**src/logic/ubm_pkg.sv**
```systemverilog
package ubm_pkg;
  // register byte offsets
  localparam logic [7:0] OFS_A_ADDR = 8'h00;
  localparam logic [7:0] OFS_A_IGN = 8'h04;
  localparam logic [7:0] OFS_A_SEL = 8'h08;
  localparam logic [7:0] OFS_B_ADDR = 8'h0c;
  localparam logic [7:0] OFS_B_IGN = 8'h10;
  localparam logic [7:0] OFS_B_SEL = 8'h14;
  localparam logic [7:0] OFS_B_VAL = 8'h18;
  localparam logic [7:0] OFS_B_VIGN = 8'h1c;
  localparam logic [7:0] OFS_CTRL = 8'h20;
  localparam logic [7:0] OFS_STAT = 8'h24;
  // cycle select fields: [1:0] master, [3:2] kind, [5:4] dir, [7:6] size
  localparam int SEL_MST_LSB = 0;
  localparam int SEL_KND_LSB = 2;
  localparam int SEL_DIR_LSB = 4;
  localparam int SEL_SIZ_LSB = 6;
  // 2-bit codes: 00 = no condition
  localparam logic [1:0] MST_CPU = 2'h1;
  localparam logic [1:0] MST_DMA = 2'h2;
  localparam logic [1:0] KND_FETCH = 2'h1;
  localparam logic [1:0] KND_DATA = 2'h2;
  localparam logic [1:0] DIR_RD = 2'h1;
  localparam logic [1:0] DIR_WR = 2'h2;
  localparam logic [1:0] SIZ_BYTE = 2'h1;
  localparam logic [1:0] SIZ_WORD = 2'h2;
  localparam logic [1:0] SIZ_LONG = 2'h3;
  // control bits
  localparam int CTL_SEQ = 0;
  localparam int CTL_AFTER_A = 1;
  localparam int CTL_AFTER_B = 2;
  localparam int CTL_LEGACY = 3;
  localparam logic [31:0] CTRL_RST = 32'h0000_0000;
  localparam logic [31:0] SEL_RST = 32'h0000_0000;
  localparam int SETTLE_CYC = 3;
  localparam logic [3:0] MASK_LEVEL_MAX = 4'he;
endpackage : ubm_pkg

```
**src/logic/ubm_chan.sv**
```systemverilog
`timescale 1ns/1ns
module ubm_chan
  import ubm_pkg::*;
(
  input wire logic [31:0] match_address,
  input wire logic [31:0] address_ignore,
  input wire logic [7:0] cycle_select,
  input wire logic use_value,
  input wire logic [31:0] match_value,
  input wire logic [31:0] value_ignore,
  input wire logic legacy,
  input wire logic [31:0] bus_addr,
  input wire logic [31:0] bus_data,
  input wire logic [1:0] bus_master,
  input wire logic [1:0] bus_kind,
  input wire logic bus_write,
  input wire logic [1:0] bus_size,
  input wire logic bus_external,
  output logic hit
);
  logic [1:0] mst, knd, dir, siz;
  logic [31:0] care, diff;
  logic m_mst, m_knd, m_dir, m_siz, m_adr, m_val;
  assign mst = cycle_select[SEL_MST_LSB +: 2];
  assign knd = cycle_select[SEL_KND_LSB +: 2];
  assign dir = cycle_select[SEL_DIR_LSB +: 2];
  assign siz = cycle_select[SEL_SIZ_LSB +: 2];
  assign care = ~address_ignore;
  assign diff = (bus_addr ^ match_address) & care;
  always_comb begin
    m_mst = (mst == 2'h0) || (mst == bus_master);
    // dma never fetches instructions, so this pair can never hit
    m_knd = ((knd == 2'h0) || (knd == bus_kind))
      && !(mst == MST_DMA && knd == KND_FETCH);
    m_dir = (dir == 2'h0) || (dir == (bus_write ? DIR_WR : DIR_RD));
    m_siz = (siz == 2'h0) || (siz == bus_size);
    if (legacy || bus_kind == KND_FETCH) begin
      m_adr = (diff == 32'h0000_0000);
    end else begin
      case (bus_size)
        SIZ_LONG: m_adr = (diff[31:2] == 30'h0000_0000);
        SIZ_WORD: m_adr = (diff[31:1] == 31'h0000_0000);
        default: m_adr = (diff == 32'h0000_0000);
      endcase
    end
    m_val = !use_value || (((bus_data ^ match_value) & ~value_ignore) == 32'h0000_0000);
  end
  assign hit = m_mst && m_knd && m_dir && m_siz && m_adr && m_val
    && !(legacy && bus_external);
endmodule : ubm_chan

```
**src/logic/ubm_top.sv**
```systemverilog
// Chosen here: the address map and the APB interface to the registers.
`timescale 1ns/1ns
module ubm_top
  import ubm_pkg::*;
(
  input wire logic pclk,
  input wire logic presetn,
  input wire logic psel,
  input wire logic penable,
  input wire logic pwrite,
  input wire logic [7:0] paddr,
  input wire logic [31:0] pwdata,
  input wire logic pmaster_cpu,
  output logic [31:0] prdata,
  output logic pready,
  output logic pslverr,
  input wire logic bus_valid,
  input wire logic [31:0] bus_addr,
  input wire logic [31:0] bus_data,
  input wire logic [1:0] bus_master,
  input wire logic [1:0] bus_kind,
  input wire logic bus_write,
  input wire logic [1:0] bus_size,
  input wire logic bus_external,
  input wire logic fetch_executed,
  input wire logic fetch_discarded,
  input wire logic [3:0] interrupt_mask_level,
  output logic break_req
);
  logic [31:0] a_addr_q, a_ign_q, b_addr_q, b_ign_q, b_val_q, b_vign_q, ctrl_q;
  logic [7:0] a_sel_q, b_sel_q;
  logic [1:0] flags_q;
  // shadow copies used by the matchers
  logic [31:0] sa_addr_q, sa_ign_q, sb_addr_q, sb_ign_q, sb_val_q, sb_vign_q, sctl_q;
  logic [7:0] sa_sel_q, sb_sel_q;
  logic [1:0] settle_q;
  logic wr_pend_q;
  logic seq_armed_q;
  logic acc, wr_ok, legacy;
  logic hit_a, hit_b, ev_a, ev_b, fire;
  logic [31:0] rd_d;
  logic unmapped;

  assign acc = psel && penable;
  assign wr_ok = acc && pwrite && pmaster_cpu && !unmapped;
  assign legacy = sctl_q[CTL_LEGACY];

  always_comb begin
    unmapped = 1'b0;
    rd_d = 32'h0000_0000;
    case (paddr)
      OFS_A_ADDR: rd_d = a_addr_q;
      OFS_A_IGN: rd_d = a_ign_q;
      OFS_A_SEL: rd_d = {24'h00_0000, a_sel_q};
      OFS_B_ADDR: rd_d = b_addr_q;
      OFS_B_IGN: rd_d = b_ign_q;
      OFS_B_SEL: rd_d = {24'h00_0000, b_sel_q};
      OFS_B_VAL: rd_d = b_val_q;
      OFS_B_VIGN: rd_d = b_vign_q;
      OFS_CTRL: rd_d = ctrl_q;
      OFS_STAT: rd_d = {30'h0000_0000, flags_q};
      default: unmapped = 1'b1;
    endcase
  end

  // apb answers in the access cycle, no wait states
  always_ff @(posedge pclk or negedge presetn) begin
    if (!presetn) begin
      prdata <= 32'h0000_0000;
      pready <= 1'b0;
      pslverr <= 1'b0;
    end else begin
      pready <= psel && !penable;
      pslverr <= psel && !penable && (unmapped || !pmaster_cpu);
      if (psel && !penable && !pwrite && pmaster_cpu && !unmapped) begin
        prdata <= rd_d;
      end else begin
        prdata <= 32'h0000_0000;
      end
    end
  end

  wire wr_take = wr_ok && pready;

  always_ff @(posedge pclk or negedge presetn) begin
    if (!presetn) begin
      a_addr_q <= 32'h0000_0000;
      a_ign_q <= 32'h0000_0000;
      a_sel_q <= SEL_RST[7:0];
      b_addr_q <= 32'h0000_0000;
      b_ign_q <= 32'h0000_0000;
      b_sel_q <= SEL_RST[7:0];
      b_val_q <= 32'h0000_0000;
      b_vign_q <= 32'h0000_0000;
      ctrl_q <= CTRL_RST;
    end else if (wr_take) begin
      case (paddr)
        OFS_A_ADDR: a_addr_q <= pwdata;
        OFS_A_IGN: a_ign_q <= pwdata;
        OFS_A_SEL: a_sel_q <= pwdata[7:0];
        OFS_B_ADDR: b_addr_q <= pwdata;
        OFS_B_IGN: b_ign_q <= pwdata;
        OFS_B_SEL: b_sel_q <= pwdata[7:0];
        OFS_B_VAL: b_val_q <= pwdata;
        OFS_B_VIGN: b_vign_q <= pwdata;
        OFS_CTRL: ctrl_q <= pwdata;
        default: ;
      endcase
    end
  end

  // settle delay: shadows load three cycles after the write
  always_ff @(posedge pclk or negedge presetn) begin
    if (!presetn) begin
      settle_q <= 2'h0;
      wr_pend_q <= 1'b0;
    end else if (wr_take) begin
      settle_q <= 2'(SETTLE_CYC - 2);
      wr_pend_q <= 1'b1;
    end else if (wr_pend_q && settle_q != 2'h0) begin
      settle_q <= settle_q - 2'h1;
    end else begin
      wr_pend_q <= 1'b0;
    end
  end

  wire shadow_load = wr_pend_q && settle_q == 2'h0;

  always_ff @(posedge pclk or negedge presetn) begin
    if (!presetn) begin
      sa_addr_q <= 32'h0000_0000;
      sa_ign_q <= 32'h0000_0000;
      sa_sel_q <= SEL_RST[7:0];
      sb_addr_q <= 32'h0000_0000;
      sb_ign_q <= 32'h0000_0000;
      sb_sel_q <= SEL_RST[7:0];
      sb_val_q <= 32'h0000_0000;
      sb_vign_q <= 32'h0000_0000;
      sctl_q <= CTRL_RST;
    end else if (shadow_load) begin
      sa_addr_q <= a_addr_q;
      sb_addr_q <= b_addr_q;
      sctl_q <= ctrl_q;
      // legacy keeps masks and value compare out of play
      sa_ign_q <= ctrl_q[CTL_LEGACY] ? 32'h0000_0000 : a_ign_q;
      sb_ign_q <= ctrl_q[CTL_LEGACY] ? 32'h0000_0000 : b_ign_q;
      sa_sel_q <= a_sel_q;
      sb_sel_q <= b_sel_q;
      sb_val_q <= b_val_q;
      sb_vign_q <= ctrl_q[CTL_LEGACY] ? 32'hffff_ffff : b_vign_q;
    end
  end

  ubm_chan u_chan_a (
    .match_address(sa_addr_q),
    .address_ignore(sa_ign_q),
    .cycle_select(sa_sel_q),
    .use_value(1'b0),
    .match_value(32'h0000_0000),
    .value_ignore(32'hffff_ffff),
    .legacy(legacy),
    .bus_addr(bus_addr),
    .bus_data(bus_data),
    .bus_master(bus_master),
    .bus_kind(bus_kind),
    .bus_write(bus_write),
    .bus_size(bus_size),
    .bus_external(bus_external),
    .hit(hit_a)
  );

  ubm_chan u_chan_b (
    .match_address(sb_addr_q),
    .address_ignore(sb_ign_q),
    .cycle_select(sb_sel_q),
    .use_value(1'b1),
    .match_value(sb_val_q),
    .value_ignore(sb_vign_q),
    .legacy(legacy),
    .bus_addr(bus_addr),
    .bus_data(bus_data),
    .bus_master(bus_master),
    .bus_kind(bus_kind),
    .bus_write(bus_write),
    .bus_size(bus_size),
    .bus_external(bus_external),
    .hit(hit_b)
  );

  // fetch qualification: native after-exec counts only executed fetches, before-exec skips discarded ones
  function automatic logic qual(input logic hit, input logic after);
    if (bus_kind != KND_FETCH) begin
      qual = hit;
    end else if (legacy) begin
      qual = hit;
    end else if (after) begin
      qual = hit && fetch_executed;
    end else begin
      qual = hit && !fetch_discarded;
    end
  endfunction : qual

  // always_comb so that the globals read inside qual retrigger it
  always_comb begin
    ev_a = bus_valid && qual(hit_a, sctl_q[CTL_AFTER_A]);
    ev_b = bus_valid && qual(hit_b, sctl_q[CTL_AFTER_B]);
  end

  // sequence: b must come in a later bus cycle than a
  always_ff @(posedge pclk or negedge presetn) begin
    if (!presetn) begin
      seq_armed_q <= 1'b0;
    end else if (!sctl_q[CTL_SEQ]) begin
      seq_armed_q <= 1'b0;
    end else if (ev_b && seq_armed_q) begin
      seq_armed_q <= 1'b0;
    end else if (ev_a) begin
      seq_armed_q <= 1'b1;
    end
  end

  assign fire = sctl_q[CTL_SEQ] ? (ev_b && seq_armed_q) : (ev_a || ev_b);

  // break request gated by cpu mask level
  always_ff @(posedge pclk or negedge presetn) begin
    if (!presetn) begin
      break_req <= 1'b0;
    end else begin
      break_req <= fire && (interrupt_mask_level <= MASK_LEVEL_MAX);
    end
  end

  // match flags, set wins over clear
  always_ff @(posedge pclk or negedge presetn) begin
    if (!presetn) begin
      flags_q <= 2'h0;
    end else begin
      for (int i = 0; i < 2; i++) begin
        if (!legacy && (i == 0 ? ev_a : ev_b)) begin
          flags_q[i] <= 1'b1;
        end else if (wr_take && paddr == OFS_STAT && pwdata[i]) begin
          flags_q[i] <= 1'b0;
        end
      end
    end
  end

  a_seq_order: assert property (@(posedge pclk) disable iff (!presetn)
    (sctl_q[CTL_SEQ] && ev_a && ev_b && !seq_armed_q) |=> !break_req)
    else $error("sequence fired on same cycle");
  a_break_raise: assert property (@(posedge pclk) disable iff (!presetn)
    (fire && interrupt_mask_level <= 4'he) |=> break_req)
    else $error("match did not raise break");
  a_mask_block: assert property (@(posedge pclk) disable iff (!presetn)
    (interrupt_mask_level == 4'hf) |=> !break_req)
    else $error("break raised at mask 15");
  a_settle_three: assert property (@(posedge pclk) disable iff (!presetn)
    (wr_take && paddr == OFS_CTRL) |=> ##2 (sctl_q == $past(ctrl_q, 1)))
    else $error("setting not applied after three cycles");
  a_cpu_only: assert property (@(posedge pclk) disable iff (!presetn)
    (acc && pwrite && !pmaster_cpu) |=> $stable(ctrl_q) && $stable(a_addr_q))
    else $error("non-cpu write changed registers");
  a_legacy_noflag: assert property (@(posedge pclk) disable iff (!presetn)
    (legacy && !(wr_take && paddr == OFS_STAT)) |=> !$rose(flags_q[0]) && !$rose(flags_q[1]))
    else $error("flag set in legacy mode");
  a_dma_nofetch: assert property (@(posedge pclk) disable iff (!presetn)
    (sa_sel_q[1:0] == MST_DMA && sa_sel_q[3:2] == KND_FETCH) |-> !hit_a)
    else $error("dma fetch matched");
  a_legacy_full: assert property (@(posedge pclk) disable iff (!presetn)
    (legacy && hit_a) |-> (bus_addr == sa_addr_q))
    else $error("legacy partial address match");

  a_dma_nofetch_b: assert property (@(posedge pclk) disable iff (!presetn)
    (sb_sel_q[1:0] == MST_DMA && sb_sel_q[3:2] == KND_FETCH) |-> !hit_b)
    else $error("dma fetch matched on channel b");

  a_discard_skip: assert property (@(posedge pclk) disable iff (!presetn)
    (!legacy && bus_valid && bus_kind == KND_FETCH && fetch_discarded && !fetch_executed)
    |=> !break_req)
    else $error("discarded fetch raised break");

  a_legacy_noext: assert property (@(posedge pclk) disable iff (!presetn)
    (legacy && bus_external) |-> (!hit_a && !hit_b))
    else $error("external cycle matched in legacy mode");

  a_refuse_other: assert property (@(posedge pclk) disable iff (!presetn)
    (psel && !penable && !pmaster_cpu) |=> (pslverr && prdata == 32'h0000_0000))
    else $error("non-cpu access not refused");

  a_accept_cpu: assert property (@(posedge pclk) disable iff (!presetn)
    (psel && !penable && pmaster_cpu && !unmapped) |=> (pready && !pslverr))
    else $error("cpu access refused");

  a_flag_follow: assert property (@(posedge pclk) disable iff (!presetn)
    (!legacy && ev_a) |=> flags_q[0])
    else $error("native match left flag clear");

  a_idle_quiet: assert property (@(posedge pclk) disable iff (!presetn)
    (!bus_valid) |=> !break_req)
    else $error("break raised without bus cycle");

  a_seq_armed: assert property (@(posedge pclk) disable iff (!presetn)
    (sctl_q[CTL_SEQ] && !seq_armed_q) |=> !break_req)
    else $error("sequence fired without channel a first");

  a_seq_clear: assert property (@(posedge pclk) disable iff (!presetn)
    (!sctl_q[CTL_SEQ]) |=> !seq_armed_q)
    else $error("sequence armed outside sequential mode");

  a_shadow_hold: assert property (@(posedge pclk) disable iff (!presetn)
    (!shadow_load) |=> ($stable(sctl_q) && $stable(sa_addr_q) && $stable(sb_addr_q)))
    else $error("matcher setting changed without load");

  a_settle_idle: assert property (@(posedge pclk) disable iff (!presetn)
    (!wr_pend_q) |-> (settle_q == 2'h0))
    else $error("settle count running while idle");

  a_legacy_nomask: assert property (@(posedge pclk) disable iff (!presetn)
    legacy |-> (sa_ign_q == 32'h0000_0000 && sb_ign_q == 32'h0000_0000))
    else $error("address mask active in legacy mode");

  a_value_mask: assert property (@(posedge pclk) disable iff (!presetn)
    (hit_b && !legacy) |-> (((bus_data ^ sb_val_q) & ~sb_vign_q) == 32'h0000_0000))
    else $error("channel b hit on unmasked data difference");

  a_native_word: assert property (@(posedge pclk) disable iff (!presetn)
    (!legacy && hit_a && bus_kind == KND_DATA && bus_size == SIZ_WORD)
    |-> ((((bus_addr ^ sa_addr_q) & ~sa_ign_q) & 32'hffff_fffe) == 32'h0000_0000))
    else $error("native word hit outside target word");
endmodule : ubm_top

```
**config.mk**
```make
export PLATFORM = sky130hd
export DESIGN_NAME = ubm_top
export DESIGN_NICKNAME = d
export VERILOG_FILES = /design/src/logic/ubm_pkg.sv /design/src/logic/ubm_chan.sv /design/src/logic/ubm_top.sv
export SDC_FILE = /design/constraint.sdc
export NUM_CORES = 1
export LEC_CHECK = 0
export ABC_CLOCK_PERIOD_IN_PS = 2710
export BUFFER_PORTS_ARGS = -buffer_cell sky130_fd_sc_hd__buf_2
export CAP_MARGIN = 20
export CORE_MARGIN = 4
export CORE_UTILIZATION = 44
export CTS_CLUSTER_DIAMETER = 100
export CTS_CLUSTER_SIZE = 10
export DETAILED_ROUTE_END_ITERATION = 10
export PLACE_DENSITY = 0.71
export SLEW_MARGIN = 10
export SYNTH_ARGS = -nofsm -noshare
export SYNTH_HDL_FRONTEND = slang
export SYNTH_SLANG_ARGS = --single-unit
```
**constraint.sdc**
```tcl
create_clock -name pclk -period 2.71 [get_ports pclk]
set_input_delay 0.6775 -clock pclk [delete_from_list [all_inputs] [get_ports pclk]]
set_output_delay 0.6775 -clock pclk [all_outputs]
set_load 0.05 [all_outputs]
```
==> metrics.md <==
| Metric | Value |
|---|---|
| CP arrival | 2970 ps |
| Share of post-route cells with drive strength above 1 | 0.3525 |
| Total power | 14.49 mW |
| Clk sinks | 493 |
| CTS-repair resized insts | 0 |
| Hold buffers post-CTS | 0 |
| Post-Syn Nets | 1813 |
| Postcts setup bufs | 0 |
| CP startpoint kind | flip-flop |
| Die Ht | 228.6 µm |
| Routed Antenna Nets | 0 |
| Std-Cell Rows | 80 |
| Worst VDD drop | 0.0004842 V |
| Die Span X | 228.6 µm |
| Starting DRC count in detailed routing | 1670 |
| Multi-input logic area | 8548 µm² |
| First-pass GRT wire length | 97600 µm |
| Met3 Resource Use GR | 0.04711 |
| Worst min path class | in2async |
| Detail-routed via count per cell | 5.921 |
| Flip-flop and latch area | 12340 µm² |
| Wire length per cell | 25.59 µm |
| Top area cells in the synthesized netlist | dfrtp_1, mux2_2, xnor2_1, o21ai_0, a22oi_1 |
| Setup violators final | 0 |
| Total CTS buffers | 55 |
| Clk_skew | 32.73 ps |
| Pwr/cell area | 578.0 nW/µm² |
| IO Port Bufs | 159 |
| Routed vias | 14890 |
| Cell variety after synth | 53 |
| CTS tree | yes |
| Gate Count Post-Synth | 1687 |
| Cell taking the most area after synthesis | dfrtp_1 |
| Gr usage total | 0.2432 |
| Leak | 11.81 nW |
| Slew @ Worst Pin | 765.7 ps |
| H-tree levels | 2 |
| Most used routing layer | met2 |
| Period Utilization, post-route | 0.9041 |
| Vias in the first global route | 15660 |
| Mapped Avg Cell Area | 12.69 µm² |
| GPL Wtd Cong | 0.9048 |
| Max Clock Freq | 408.2 MHz |
| Post-synthesis sequential area ratio | 0.5764 |
| Final HPWL DP | 44810 µm |
| DRT Pass-1 Iters | 7 |
| Max-slew violation count | 0 |
| Met1 Use GR | 0.3220 |
| RSZ-0062 raised after global routing | no |
| Asr flop ratio synth | 1.000 |
| # fillers | 4059 |
| Pre-CTS setup slack | -140.9 ps |
| Initial antenna violation count | 1 |
| Clock latency on the worst-skew pair | 610 ps |
| Layout net count | 2022 |
| Root cell of the clock tree | clkbuf_16 |
| Setup ws final | 260.0 ps |
| Most instantiated library cell after synthesis | dfrtp_1 |
| Global route overflow | 0 |
| Setup CP Type | reg2reg |
| Synth cell count leaders | dfrtp_1, mux2_2, nand2_1 |
| Met2 global-route usage | 0.3994 |
| Crit end category | flip-flop |
| Top cell type's share of synthesized area | 0.5764 |
| WP data required | 3230 ps |
| Synthesis-stage register bit count | 493 |
| Syn-to-layout area delta | 17.10% |
| Setup TNS | 0 ps |
| CP Max Fanout | 2 |
| Worst-path clk slew | 50 ps |
| DRC viols | 0 |
| Yosys warning count | 0 |
| Post-synth EDFFs | 0 |
| Synthesized area | 21400 µm² |
| R2R setup slack | 260 ps |
| Status | completed |
| Max transition margin | 0.4896 |
| Max Cap Violations | 0 |
| Synth Flop Type | dfrtp_1 |
| CORE AREA | 47950 µm² |
| Endpoints failing hold | 0 |
| Starting Density | 0.4464 |
| Largest net degree at the start of global routing | 73 |
| IO Pins | 160 |
| Total Wirelength | 64330 µm |
| Die area | 52240 µm² |
| Bufs on Longest Clock Path | 3 |
| Post-route minimum period | 2450 ps |
-- logic make-up (layout without fill, tap and decap cells) --
family,count (synthesis),count (layout),synth area share
AO/OA/AOI/OAI,310,310,0.09371
XOR/XNOR,97,97,0.03969
adder cells (fa/ha/maj),1,1,0.0005845
buffers and inverters,115,326,0.02525
flip-flops,493,493,0.5764
multiplexers,368,368,0.1930
other,0,1,0
AND/OR/NAND/NOR,303,303,0.07143
-- sequential cells by signal (all words and copies together), names as in the netlist, 8 cells and up --
register,cells
a_addr_q,32
sa_sel_q,8
b_ign_q,32
ctrl_q,32
sb_vign_q,32
b_addr_q,32
b_vign_q,32
sb_ign_q,32
prdata,32
b_sel_q,8
b_val_q,32
a_sel_q,8
sb_sel_q,8
a_ign_q,32
sb_addr_q,32
sb_val_q,32
sa_addr_q,32
sa_ign_q,32
-- routing by layer --
layer / vias up / routed length [µm]
met4: 2 / 2395
met5: - / 13
met2: 576 / 31230
met3: 124 / 4453
li1: 6464 / -
met1: 7719 / 26230
-- worst max-delay path, cell delays in order, from the launching register on --
cell and delay [ps]:
dfrtp_1 380, xnor2_1 260, o22ai_1 190, or4_1 610, nor4_1 310, buf_4 170
and4_1 220, o21bai_1 80, a21oi_1 160
-- final timing paths --
path                       cells after the start       endpoint     startpoint
max in group asynchronous                      2    b_val_q[21]        presetn
hold / removal                                 1     prdata[10]        presetn
setup / recovery                               8      break_req  sa_addr_q[14]
min in group pclk                              2         pready        penable
hold reg to reg                                2  sb_vign_q[10]  sb_vign_q[10]
setup reg to reg                               8      break_req  sa_addr_q[14]
-- layout by cell type, fill, tap and decap left out, types with 3 or more instances in the layout --
cell         n
and4_1       3
buf_4       67
o21ai_0    112
nor4_1       8
clkbuf_16   57
inv_1       10
and2_1       4
nand3_1      9
a211oi_1     4
a31oi_1     29
nand2_1    115
nor2_1      51
dfrtp_1    492
nor2_2       5
nand4_1      6
a222oi_1    27
xnor2_1     97
nand2b_1    69
and3_1       6
a22oi_1     58
nor3_4       3
o22ai_1     45
nor3_1       4
buf_2      158
mux2_1      25
buf_12      31
a221oi_1     5
a21oi_1     15
mux2i_1     11
a22o_1       3
mux2_2     332
-- stage by stage --
step / cells / hold WS, ps / util / area (µm²)
after floorplan: 1687 / 381.9 / - / 21400
after global placement: 2454 / 463.2 / 0.4927 / 23620
after detailed placement: 2454 / 470.1 / 0.4927 / 23620
after CTS: 2513 / 28.03 / 0.5227 / 25060
after global routing: 2513 / 39.28 / 0.5227 / 25060
final: 2514 / 38.18 / 0.5228 / 25060
-- final cells by class --
cell class / instances / share of cell area
clock inverter: 1 / 0.0003494
clock buffer: 58 / 0.05706
tap: 615 / 0.03070
inverter: 10 / 0.001498
sequential: 493 / 0.4923
timing repair buffer: 257 / 0.07698
antenna: 1 / 0.00009984
multi-input combinational: 1079 / 0.3411
-- power breakdown --
group / switching (mW) / total [mW] / internal [mW]
registers: 0.0113 / 7.39 / 7.38
logic: 0.446 / 0.667 / 0.221
clock network: 2.76 / 6.42 / 3.66
Power figures use the tool's default switching activity.
